$ cat src/dctog_pkg.sv
package dctog_pkg;
  localparam int unsigned CLK_HZ = 25000000;
  localparam int unsigned DISCREP_MS = 500;
  localparam int unsigned BLOCK_MS = 10;
  localparam int unsigned DIAG_MS = 15;
  localparam int unsigned FILTER_US = 600;
  localparam int unsigned REARM_MS = 500;
  // Longest times round down, and the filter length, though a least time, rounds down too
  localparam int unsigned DISCREP_CYC = DISCREP_MS * (CLK_HZ / 1000);
  localparam int unsigned BLOCK_CYC = BLOCK_MS * (CLK_HZ / 1000);
  localparam int unsigned DIAG_CYC = DIAG_MS * (CLK_HZ / 1000);
  localparam int unsigned FILTER_CYC = FILTER_US * (CLK_HZ / 1000000);
  localparam int unsigned REARM_CYC = REARM_MS * (CLK_HZ / 1000);
  localparam logic [7:0] EVENT_NUM = 8'h32;
  localparam logic [3:0] EVENT_CAUSE = 4'h1;
  localparam logic CUTOFF_RST = 1'b1;
  typedef enum logic [1:0] {DCTOG_CUTOFF, DCTOG_RUN} dctog_state_e;
  typedef struct packed {
    logic a;
    logic b;
  } dctog_chan_s;
  typedef struct packed {
    logic [7:0] num;
    logic [3:0] cause;
  } dctog_event_s;
endpackage

$ cat src/dctog_gate.sv
`timescale 1ns/10ps
// How it works
// RL1: Controller switches channels within 500 ms.
// RL2: Disagreement beyond limit raises event 50/1.
// RL3: Withdrawn inputs enter cutoff, block pulses.
// RL4: Pulses pass only while both asserted.
// RL5: Diagnosis output is NOR of inputs.
// RL6: Unused function: inputs held permanently asserted.
// RL7: Controller keeps channels off 500 ms; dctog_ctrl has no such hold and copies want_a/want_b at every edge.
// RL8: Pulses blocked within 10 ms.
// RL9: Diagnosis edge within 15 ms.
// RL10: Test pulses up to 600 us ignored.
module dctog_gate
  import dctog_pkg::*;
#(
  parameter int unsigned FILT_CYC = FILTER_CYC,
  parameter int unsigned DISC_CYC = DISCREP_CYC
) (
  // Clock and reset
  input wire logic clk,
  input wire logic reset,
  // Safety channel pins
  input wire logic channel_a_enable_input,
  input wire logic channel_b_enable_input,
  // Pulse patterns from control board, to power unit
  input wire logic [5:0] pulse_in,
  output logic [5:0] pulse_out,
  // Diagnosis
  output logic wiring_diag_output,
  output logic safe_torque_cutoff,
  output logic discrep_event,
  output dctog_event_s event_code
);
  dctog_chan_s s1_q, s2_q, s3_q, s1_d, s2_d, s3_d;
  dctog_chan_s filt_q, filt_d;
  logic [15:0] fa_q, fa_d, fb_q, fb_d;
  logic [24:0] dc_q, dc_d;
  dctog_state_e st_q, st_d;
  logic [5:0] po_q, po_d;
  logic diag_q, diag_d, cut_q, cut_d, ev_q, ev_d, evp_q, evp_d;
  // Event code kept in its own register so every output leaves a flip-flop
  dctog_event_s ec_q, ec_d;

  // Debounce step: accept a level only after FILT_CYC stable cycles
  function automatic logic [15:0] fstep(input logic agree, input logic same,
                                        input logic [15:0] c);
    if (!agree || same) fstep = 16'h0000;
    else if (c < 16'(FILT_CYC)) fstep = c + 16'h0001;
    else fstep = c;
  endfunction

  always_comb begin
    s1_d = '{a: channel_a_enable_input, b: channel_b_enable_input};
    s2_d = s1_q;
    s3_d = s2_q;
    filt_d = filt_q;
    fa_d = fstep(s2_q.a == s3_q.a, s3_q.a == filt_q.a, fa_q); // see RL10
    fb_d = fstep(s2_q.b == s3_q.b, s3_q.b == filt_q.b, fb_q); // see RL10
    if (fa_q == 16'(FILT_CYC)) filt_d.a = s3_q.a;
    if (fb_q == 16'(FILT_CYC)) filt_d.b = s3_q.b;
    // Discrepancy timer, restarts whenever channels agree
    dc_d = (filt_q.a == filt_q.b) ? 25'h0000000 : dc_q;
    evp_d = 1'b0;
    if (filt_q.a != filt_q.b && dc_q < 25'(DISC_CYC)) dc_d = dc_q + 25'h0000001;
    if (filt_q.a != filt_q.b && dc_q == 25'(DISC_CYC) - 25'h0000001) evp_d = 1'b1; // see RL2
    ev_d = ev_q | evp_d;
    if (filt_q.a == filt_q.b) ev_d = evp_d;
    // Code follows the flag in the same cycle, never lags it
    ec_d = ev_d ? '{num: EVENT_NUM, cause: EVENT_CAUSE} : '0; // see RL2
    st_d = st_q;
    case (st_q)
      DCTOG_CUTOFF: if (filt_q.a && filt_q.b) st_d = DCTOG_RUN; // see RL4
      DCTOG_RUN: if (!filt_q.a || !filt_q.b) st_d = DCTOG_CUTOFF; // see RL3
      default: st_d = DCTOG_CUTOFF;
    endcase
    // Gate also follows the filtered inputs directly, so cut_q rises the clock after an input drops
    cut_d = !(st_d == DCTOG_RUN && filt_q.a && filt_q.b);
    po_d = cut_q ? 6'h00 : pulse_in; // see RL8
    diag_d = !(filt_q.a | filt_q.b); // see RL5 RL9
  end

  always_ff @(posedge clk or posedge reset) begin
    if (reset) begin
      s1_q <= '0;
      s2_q <= '0;
      s3_q <= '0;
      filt_q <= '0;
      fa_q <= 16'h0000;
      fb_q <= 16'h0000;
      dc_q <= 25'h0000000;
      st_q <= DCTOG_CUTOFF;
      po_q <= 6'h00;
      diag_q <= 1'b1;
      cut_q <= CUTOFF_RST;
      ev_q <= 1'b0;
      evp_q <= 1'b0;
      ec_q <= '0;
    end else begin
      s1_q <= s1_d;
      s2_q <= s2_d;
      s3_q <= s3_d;
      filt_q <= filt_d;
      fa_q <= fa_d;
      fb_q <= fb_d;
      dc_q <= dc_d;
      st_q <= st_d;
      po_q <= po_d;
      diag_q <= diag_d;
      cut_q <= cut_d;
      ev_q <= ev_d;
      evp_q <= evp_d;
      ec_q <= ec_d;
    end
  end

  assign pulse_out = po_q;
  assign wiring_diag_output = diag_q;
  assign safe_torque_cutoff = cut_q;
  assign discrep_event = ev_q;
  assign event_code = ec_q;
endmodule // dctog_gate

$ cat config.mk
export PLATFORM = sky130hd
export DESIGN_NAME = dctog_gate
export DESIGN_NICKNAME = d
export VERILOG_FILES = /design/src/dctog_pkg.sv /design/src/dctog_gate.sv
export SDC_FILE = /design/constraint.sdc
export NUM_CORES = 1
export LEC_CHECK = 0
export BUFFER_PORTS_ARGS = -buffer_cell sky130_fd_sc_hd__clkbuf_2
export CAP_MARGIN = 25
export CELL_PAD_IN_SITES_DETAIL_PLACEMENT = 0
export CELL_PAD_IN_SITES_GLOBAL_PLACEMENT = 1
export CORE_UTILIZATION = 50
export CTS_CLUSTER_DIAMETER = 120
export DETAILED_ROUTE_END_ITERATION = 8
export PLACE_DENSITY_LB_ADDON = 0.08
export SLEW_MARGIN = 5
export SYNTH_ARGS = -nofsm -noshare
export SYNTH_HDL_FRONTEND = slang
export SYNTH_SLANG_ARGS = --single-unit
$ cat constraint.sdc
create_clock -name clk -period 6.7 [get_ports clk]
set_input_delay 0.335 -clock clk [delete_from_list [all_inputs] [get_ports clk]]
set_output_delay 0.335 -clock clk [all_outputs]
set_load 0.02 [all_outputs]
==> results of run 1 <==
==> logic make-up (layout without fill, tap and decap cells) <==
family / after synthesis / after routing / share of synthesized area (%)
AOI/OAI and AO/OA: 64 / 64 / 11.34
and+or+nand+nor: 179 / 179 / 24.89
muxes: 11 / 11 / 2.899
xor gates and xnor gates: 21 / 21 / 4.788
DFF: 75 / 75 / 48.93
adders and majority gates: 7 / 7 / 2.280
other: 1 / 9 / 0.09763
buffers and inverters: 35 / 54 / 4.788
==> stage by stage <==
step	instances	util (%)	hold WS [ps]	setup WS, ps	area, um2
floorplan	401	-	331.2	4458	3871
global placement	501	54.31	335.3	4389	3981
detailed placement	501	54.31	340.4	4307	3981
CTS	517	56.67	82.08	4297	4154
global route	519	57.18	78.91	4139	4192
finish	519	57.18	99.84	4307	4192
==> final cells by class <==
class	count	area share (%)
Timing Repair Buffer	26	3.881
Multi-Input combinational cell	291	43.13
Tap cell	99	2.955
Inverter	12	1.075
Sequential cell	75	44.84
Clock inverter	2	0.2388
Clock buffer	14	3.881
==> repair_timing <==
item | 4_1_cts | 5_1_grt
hold buffers | 0 | 1
setup endpoints to repair | 0 | 0
hold endpoints to repair | 0 | 6
buffers inserted | 0 | 0
==> state kept, by name, indices dropped and copies added, names as in the netlist <==
register / count
fa_q: 16
filt_q: 2
fb_q: 16
s2_q: 2
safe_torque_cutoff: 1
pulse_out: 6
event_code: 1
s1_q: 2
s3_q: 2
wiring_diag_output: 1
dc_q: 25
st_q: 1
==> worst max path at each step <==
stage                              from                   to  slack (ps)  cells after the start
finish              dc_q[7]$_DFFE_PP0P_  dc_q[6]$_DFFE_PP0P_        4310                      5
floorplan                         reset  dc_q[0]$_DFFE_PP0P_        4460                      1
global route        dc_q[7]$_DFFE_PP0P_  dc_q[6]$_DFFE_PP0P_        4140                      5
global placement    dc_q[7]$_DFFE_PP0P_  dc_q[6]$_DFFE_PP0P_        4390                      5
CTS                 dc_q[7]$_DFFE_PP0P_  dc_q[6]$_DFFE_PP0P_        4300                      5
detailed placement  dc_q[7]$_DFFE_PP0P_  dc_q[6]$_DFFE_PP0P_        4310                      5
==> metal layers <==
metal  vias up  share of wire [%]  track usage [%]
met5         -                  0                0
met4         0                1.1            7.792
met3         8                3.7            5.302
met2        46                 47            31.40
met1      1353                 48            27.02
li1       1422                  -                -
==> cells in the final DEF (no fill, tap or decap), drive strengths merged, types with 3 or more instances in the layout <==
master	Yosys	routed
nand2	33	33
o21ai	9	9
nor3	5	5
nor2	37	37
buf	15	3
a21oi	24	24
and3	9	9
or3	5	5
inv	12	12
xnor2	20	20
nand2b	9	9
dfrtp	73	73
nor4b	3	3
nor4	11	11
mux2i	10	10
and2	7	7
a211oi	4	4
nor2b	10	10
ha	7	7
conb	1	9
clkbuf	8	36
or4	10	10
nand4	7	7
o31ai	11	11
nand3	23	23
==> power groups by stage <==
| stage | Sequential, mW | Clock, mW | Combinational, mW |
|---|---|---|---|
| CTS | 0.458 | 0.325 | 0.0259 |
| floorplan | 0.466 | 0 | 0.0216 |
| detailed placement | 0.467 | 0 | 0.0257 |
| global route | 0.459 | 0.342 | 0.0317 |
| finish | 0.458 | 0.309 | 0.0273 |
| global placement | 0.467 | 0 | 0.0256 |
==> impl_metrics.yaml, run 1 <==
timing:
  skew_ps: 6.925
  fin_crit_ps: 2393
  slew_violations: 0
  rsz0062_at_grt: "no"
  setup_viol: 0
  fin_setup_tns_ps: 0
  worst_slew_pin_slew_ps: 755.8
  hold_viol_final: 0
  relSlewSlack_pct: 49.15
  period_share_pct: 35.72
  fmax_mhz: 417.9
die:
  ios: 31
  die_w_um: 89.65
  die_y_um: 89.65
  core_area_um2: 7331
  initial_utilization_pct: 52.40
  row_count: 31
  die_area_um2: 8037
worst_setup_path:
  worstSetupPathType: "register to register"
  slowest_stage: "o31ai_2"
  slowest_delay_ps: 580
  r2r_cells: 5
  arrival_ps: 2670
  rr_endpoint: "dc_q[6]$_DFFE_PP0P_"
  end_kind: "register"
  rrSetupSlack_ps: 4310
  path_buf_inv: 0
  timing.rr.start: "dc_q[7]$_DFFE_PP0P_"
  crit_fanout: 8
  worst_ep_required_time_ps: 6970
  crit_family: "simple AND/OR/NAND/NOR gates"
  crit_chain: "or4_4, o211a_4, o31ai_2, and3_1, mux2i_1"
  startpoint_type: "register"
clocking:
  postCtsResizedCells: 0
  htree_levels: 3
  clock_latency_ps: 340
  root_buffer: "clkbuf_8"
  cts_inserted_buffers: 9
  clk_pin_slew_worst_paths_ps: 70
  cts_num_sinks: 75
  tritoncts: "built"
  cts.path.max_buffers: 2
synthesis:
  syn_avg_cell_area_um2: 9.774
  syn_inst: 393
  async_reset_ff_share_pct: 100.0
  synth.most_common_cell: "dfrtp_1"
  synth_cell_types: 52
  synth_top_area_cell: "dfrtp_1"
  synth_area_um2: 3841
  synth-seq-cells: 75
  seq_area_frac_synth_pct: 48.93
  synth_commonest_cells: "73 x dfrtp_1, 37 x nor2_1, 33 x nand2_1, 24 x a21oi_1, 23 x nand3_1"
  synth_top_area_share_pct: 47.56
  yosys_warnings: 0
  synthTopCellsByArea: "dfrtp_1 48%, xnor2_1 4.6%, nor2_1 3.6%, nand2_1 3.2%, a21oi_1 3.1%"
  synth-edff-count: 0
  synth-main-ff-cell: "dfrtp_1"
finish:
  nets: 432
  area_growth_pct: 9.121
  drive_gt1_share_pct: 12.38
  antenna_cells: 0
  fillers: 647
  regArea_um2: 1879
  multi_input_area_um2: 1808
drt:
  drt_wl_total_mm: 7.057
  vias: 2829
  post_drt_wl_per_cell_um: 13.60
  drc_errors: 0
  antenna_violating_nets_post_route: 0
  first_pass_iters: 4
  drt_iter0_drc: 129
  routed_via_density: 5.451
min_path:
  min_to: "s1_q[0]$_DFF_PP0_"
  holdPathStages: 1
  hold_class: "primary input to register"
  min-delay-start: "channel_b_enable_input"
global_routing:
  grt_pass1_vias: 2593
  grt_start_max_net_pins: 76
  grt_first_pass_wirelength_mm: 12.11
  antenna_found_initial: 0
  grt.total_usage_pct: 20.15
  grt-ovfl-total: 0
power_and_ir_drop:
  totalPowerFinal_mw: 0.7950
  powerDensity_nw_per_um2: 189.7
  p_sw_share_pct: 22.23
  p_int_mw: 0.6183
  power.share.combinational_pct: 3.4
  pwr-share-clk_pct: 38.9
  vdd_drop_max_mv: 0.1133
  power_frac_seq_pct: 57.7
  leakagePower_nw: 1.752
  switchingPower_mw: 0.1767
placed_design:
  numPortBuffers: 22
  gp_congestion: 0.7641
  hpwl_mm: 4.765
status:
  status: "completed"
run:
  drv_cap: 0
(Power assumes the default switching activity.)
==> run 2, diff against run 1 <==
--- a/config.mk
+++ b/config.mk
@@ -9,7 +9,7 @@
 export CAP_MARGIN = 25
 export CELL_PAD_IN_SITES_DETAIL_PLACEMENT = 0
 export CELL_PAD_IN_SITES_GLOBAL_PLACEMENT = 1
-export CORE_UTILIZATION = 50
+export CORE_UTILIZATION = 42
 export CTS_CLUSTER_DIAMETER = 120
 export DETAILED_ROUTE_END_ITERATION = 8
 export PLACE_DENSITY_LB_ADDON = 0.08
==> constraint.sdc (replaced) <==
create_clock -name clk -period 2.2 [get_ports clk]
set_input_delay 0.11 -clock clk [delete_from_list [all_inputs] [get_ports clk]]
set_output_delay 0.11 -clock clk [all_outputs]
set_load 0.02 [all_outputs]
==> impl_metrics.yaml, run 2 (synthesis gave the netlist of run 1 again) <==
status:
  status: "finished, violations left"
  violations: "design-rule violations"
finish:
  drive_gt1_share_pct: 16.44
  largest_reg_flops: 25
  final_cell_area_um2: 4451
  largestRegisters: "dc_q x25, fa_q x16, fb_q x16"
  area_growth_pct: 15.86
  final_common_cell: "dfrtp_1"
  final_cell_mix: "73 x dfrtp_1, 37 x nor2_1, 33 x nand2_1"
  antenna_cells: 0
  nets: 456
  regMostFlops: "dc_q"
  post-route-util_pct: 50.54
timing:
  worst_slack_ps: 36.18
  relSlewSlack_pct: 56.67
  fin_crit_ps: 2164
  fmax_mhz: 462.1
  setup_viol: 0
  fin_hold_ws_ps: 358.9
  fin_setup_tns_ps: 0
  rsz0062_at_grt: "yes"
  worst_slew_pin_slew_ps: 647.2
  hold_viol_final: 0
  period_share_pct: 98.36
  skew_ps: 10.83
  slew_violations: 0
clocking:
  root_buffer: "clkbuf_8"
  cts_setup_buffers: 0
  clk_pin_slew_worst_paths_ps: 80
  htree_levels: 3
  cts_inserted_buffers: 9
  clock_latency_ps: 340
  cts_num_sinks: 75
  cts.path.max_buffers: 2
  tritoncts: "built"
worst_setup_path:
  worst_ep_required_time_ps: 2470
  arrival_ps: 2430
  end_kind: "register"
  startpoint_type: "register"
  crit_fanout: 8
  worstSetupPathType: "register to register"
global_routing:
  antenna_found_initial: 0
  grt_start_max_net_pins: 41
  grt_first_pass_wirelength_mm: 13.16
  grt-ovfl-total: 0
  grt.total_usage_pct: 17.25
  grt_pass1_vias: 2808
drt:
  vias: 2957
  drc_errors: 10
  routed_via_density: 5.357
  first_pass_iters: 6
  drt_wl_total_mm: 7.775
  antenna_violating_nets_post_route: 0
  post_drt_wl_per_cell_um: 14.09
  drt_iter0_drc: 76
placed_design:
  gp_congestion: 0.7542
  place_area_um2: 4126
  hpwl_mm: 5.217
  numPortBuffers: 22
  pre_cts_slack_ps: 10.10
run:
  drv_cap: 0
power_and_ir_drop:
  vdd_drop_max_mv: 0.2233
  leakagePower_nw: 1.864
  powerDensity_nw_per_um2: 576.7
min_path:
  hold_class: "primary input to asynchronous set/reset pin"
die:
  ios: 31
  die_y_um: 97.64
  core_area_um2: 8806
  initial_utilization_pct: 43.62
  row_count: 34
  die_area_um2: 9533
  die_w_um: 97.64
==> run 2: cell types whose count changed in the layout (fill, tap and decap cells not counted), moves of 3 or more <==
cell | previous run | this run
buf_4 | 2 | 17
clkbuf_1 | 3 | 0
clkinvlp_4 | 0 | 4
dlygate4sd3_1 | 1 | 9
==> run 2: final timing paths <==
kind	endpoint	slack, ps	cells past startpoint	startpoint
min reg2reg	s2_q[1]$_DFF_PP0_	370	0	s1_q[1]$_DFF_PP0_
min	dc_q[13]$_DFFE_PP0P_	360	3	reset
max	dc_q[11]$_DFFE_PP0P_	40	5	dc_q[6]$_DFFE_PP0P_
min in group clk	s2_q[1]$_DFF_PP0_	370	0	s1_q[1]$_DFF_PP0_
max reg2reg	dc_q[11]$_DFFE_PP0P_	40	5	dc_q[6]$_DFFE_PP0P_
max in group asynchronous	safe_torque_cutoff$_DFF_PP1_	1150	4	reset
==> run 2: layer usage <==
layer,global-route usage (%),up-vias,part of all wire [%]
li1,-,1470,-
met3,2.806,8,2.8
met1,22.48,1430,47
met4,6.993,0,1.1
met5,0,-,0
met2,28.59,49,49
==> run 2: layout make-up <==
class,count,area (um2)
fillers,852,4355
flip-flops and latches,75,1879
multi-input cells,292,1839
repair buffers,49,347.8
clock buffers,10,137.6
well taps,108,135.1
clock inverters,6,65.06
inverters,12,46.29
==> run 2: repair_timing <==
| action | 4_1_cts | 5_1_grt |
|---|---|---|
| gates resized for setup | 0 | 3 |
| hold endpoints to repair | 43 | 0 |
| endpoints found under the setup margin | 0 | 8 |
| hold buffers | 9 | 0 |
==> run 2: report_power, final <==
part / switching [mW] / leakage [nW] / total (mW) / internal (mW)
logic: 0.0603 / 0.751 / 0.0937 / 0.0333
clock network: 0.525 / 0.0905 / 1.08 / 0.552
registers: 0.00802 / 1.02 / 1.40 / 1.39
total: 0.594 / 1.86 / 2.57 / 1.97
==> run 2: stage by stage <==
stage                     instances  total power, mW
final                           552            2.567
after global routing            552            2.671
after CTS                       551            2.609
after detailed placement        526            1.507
after global placement          526            1.505
after floorplan                 401            1.486
==> run 2: critical path, cell delays in order, from the launching register on <==
cell     delay [ps]
dfrtp_1         380
or4_4           540
o211a_4         280
o21a_4          250
or4_1           500
a21oi_1         150
==> run 3, diff against run 2 <==
--- a/config.mk
+++ b/config.mk
@@ -13,6 +13,7 @@
 export CTS_CLUSTER_DIAMETER = 120
 export DETAILED_ROUTE_END_ITERATION = 8
 export PLACE_DENSITY_LB_ADDON = 0.08
+export REMOVE_ABC_BUFFERS = 1
 export SLEW_MARGIN = 5
 export SYNTH_ARGS = -nofsm -noshare
 export SYNTH_HDL_FRONTEND = slang
==> impl_metrics.yaml, run 3 (synthesis gave the netlist of run 1 again) <==
finish:
  nets: 458
  area_growth_pct: 16.97
  fillers: 841
  largest_reg_flops: 25
  final_common_cell: "dfrtp_1"
  final_cell_mix: "73 x dfrtp_1, 37 x nor2_1, 33 x nand2_1"
  antenna_cells: 0
  final_cell_area_um2: 4493
  regMostFlops: "dc_q"
  multi_input_area_um2: 1843
  regArea_um2: 1879
  post-route-util_pct: 51.02
  drive_gt1_share_pct: 16.82
  largestRegisters: "dc_q x25, fa_q x16, fb_q x16"
timing:
  fin_hold_ws_ps: 287.0
  fmax_mhz: 463.1
  worst_slew_pin_slew_ps: 623.5
  setup_viol: 0
  fin_crit_ps: 2159
  hold_viol_final: 0
  worst_slack_ps: 40.83
  relSlewSlack_pct: 57.99
  slew_violations: 0
  skew_ps: 11.70
  period_share_pct: 98.14
  fin_setup_tns_ps: 0
  rsz0062_at_grt: "yes"
clocking:
  cts.path.max_buffers: 2
  clk_pin_slew_worst_paths_ps: 80
  cts_num_sinks: 75
  cts_inserted_buffers: 9
  clock_latency_ps: 350
  root_buffer: "clkbuf_8"
  cts_setup_buffers: 0
  tritoncts: "built"
  htree_levels: 3
global_routing:
  grt-ovfl-total: 0
  grt_start_max_net_pins: 54
  grt.total_usage_pct: 17.36
  antenna_found_initial: 0
  grt_pass1_vias: 2743
  grt_first_pass_wirelength_mm: 13.03
power_and_ir_drop:
  vdd_drop_max_mv: 0.3056
  power_frac_seq_pct: 51.9
  power.share.combinational_pct: 3.5
  leakagePower_nw: 1.904
  p_sw_share_pct: 21.25
  pwr-share-clk_pct: 44.6
  p_int_mw: 2.117
  powerDensity_nw_per_um2: 598.3
  switchingPower_mw: 0.5714
worst_setup_path:
  timing.rr.start: "dc_q[7]$_DFFE_PP0P_"
  slowest_delay_ps: 540
  path_buf_inv: 0
  crit_chain: "or4_4, o211a_4, o21a_4, or4_1, a21oi_2"
  crit_cells: 5
  crit_family: "simple AND/OR/NAND/NOR gates"
  crit_fanout: 6
  startpoint_type: "register"
  arrival_ps: 2440
  startpoint: "dc_q[7]$_DFFE_PP0P_"
  r2r_cells: 5
  worst_ep_required_time_ps: 2480
  slowest_stage: "or4_4"
  worstSetupPathType: "register to register"
  rrSetupSlack_ps: 40
  end_kind: "register"
die:
  initial_utilization_pct: 43.62
  ios: 31
  row_count: 34
  core_area_um2: 8806
  die_w_um: 97.64
  die_area_um2: 9533
  die_y_um: 97.64
status:
  status: "finished, violations left"
  violations: "design-rule violations"
min_path:
  hold_class: "primary input to asynchronous set/reset pin"
drt:
  antenna_violating_nets_post_route: 0
  drc_errors: 10
  drt_wl_total_mm: 7.624
  first_pass_iters: 6
  vias: 2939
  routed_via_density: 5.305
  drt_iter0_drc: 102
  post_drt_wl_per_cell_um: 13.76
placed_design:
  pre_cts_slack_ps: 42.28
  gp_congestion: 0.7820
  hpwl_mm: 5.265
  numPortBuffers: 22
  place_area_um2: 4141
run:
  drv_cap: 0
[run 3: cell types whose count changed in the layout (fill, tap and decap cells not counted), sizes merged]
cell / previous run / this run
buf: 18 / 20
clkinv: 2 / 4
bufinv: 1 / 2
clkinvlp: 4 / 0
clkbuf: 32 / 33
[run 3: final timing paths]
check | to
setup / recovery | dc_q[11]$_DFFE_PP0P_
hold / removal | dc_q[7]$_DFFE_PP0P_
setup reg to reg | dc_q[11]$_DFFE_PP0P_
hold reg to reg | s2_q[1]$_DFF_PP0_
max in group asynchronous | wiring_diag_output$_DFF_PP1_
min in group clk | s2_q[1]$_DFF_PP0_
[run 3: layout make-up]
cell class                      count  share of cell area, %
Tap cell                          108                  3.008
Multi-Input combinational cell    292                  41.02
Timing Repair Buffer               51                  8.076
Sequential cell                    75                  41.83
Clock inverter                      5                  1.671
Clock buffer                       11                  3.370
Inverter                           12                  1.030
[run 3: routing by layer]
metal	part of all wire [%]	vias to the layer above	GRT usage, %	wire, um
met1	48	1408	21.73	3697
met5	0	-	0	0
met2	47	49	29.02	3584
met4	1.3	0	5.245	99
li1	-	1474	-	-
met3	3.2	8	4.964	242
[run 3: tightest hold or removal path, stage by stage]
cell and delay (ps):
dlygate4sd3_1 540, clkbuf_2 110, clkinv_2 290
[run 3: power by group through the flow]
stage          Clock, mW  Sequential, mW  Combinational, mW
2_1_floorplan          0            1.42             0.0537
3_3_place_gp           0            1.42             0.0856
3_5_place_dp           0            1.42             0.0853
4_1_cts             1.23            1.40             0.0981
5_1_grt             1.30            1.40              0.108
6_report            1.20            1.40             0.0943
[run 3: stage by stage]
step	power, mW	std cells
global route	2.806	554
finish	2.688	554
detailed placement	1.509	528
CTS	2.727	553
floorplan	1.474	378
global placement	1.508	528
[run 3: timing repair]
item / in CTS / in global routing
gates resized for setup: 0 / 4
setup endpoints to repair: 0 / 7
endpoints found under the hold margin: 30 / 0
hold buffers: 9 / 0
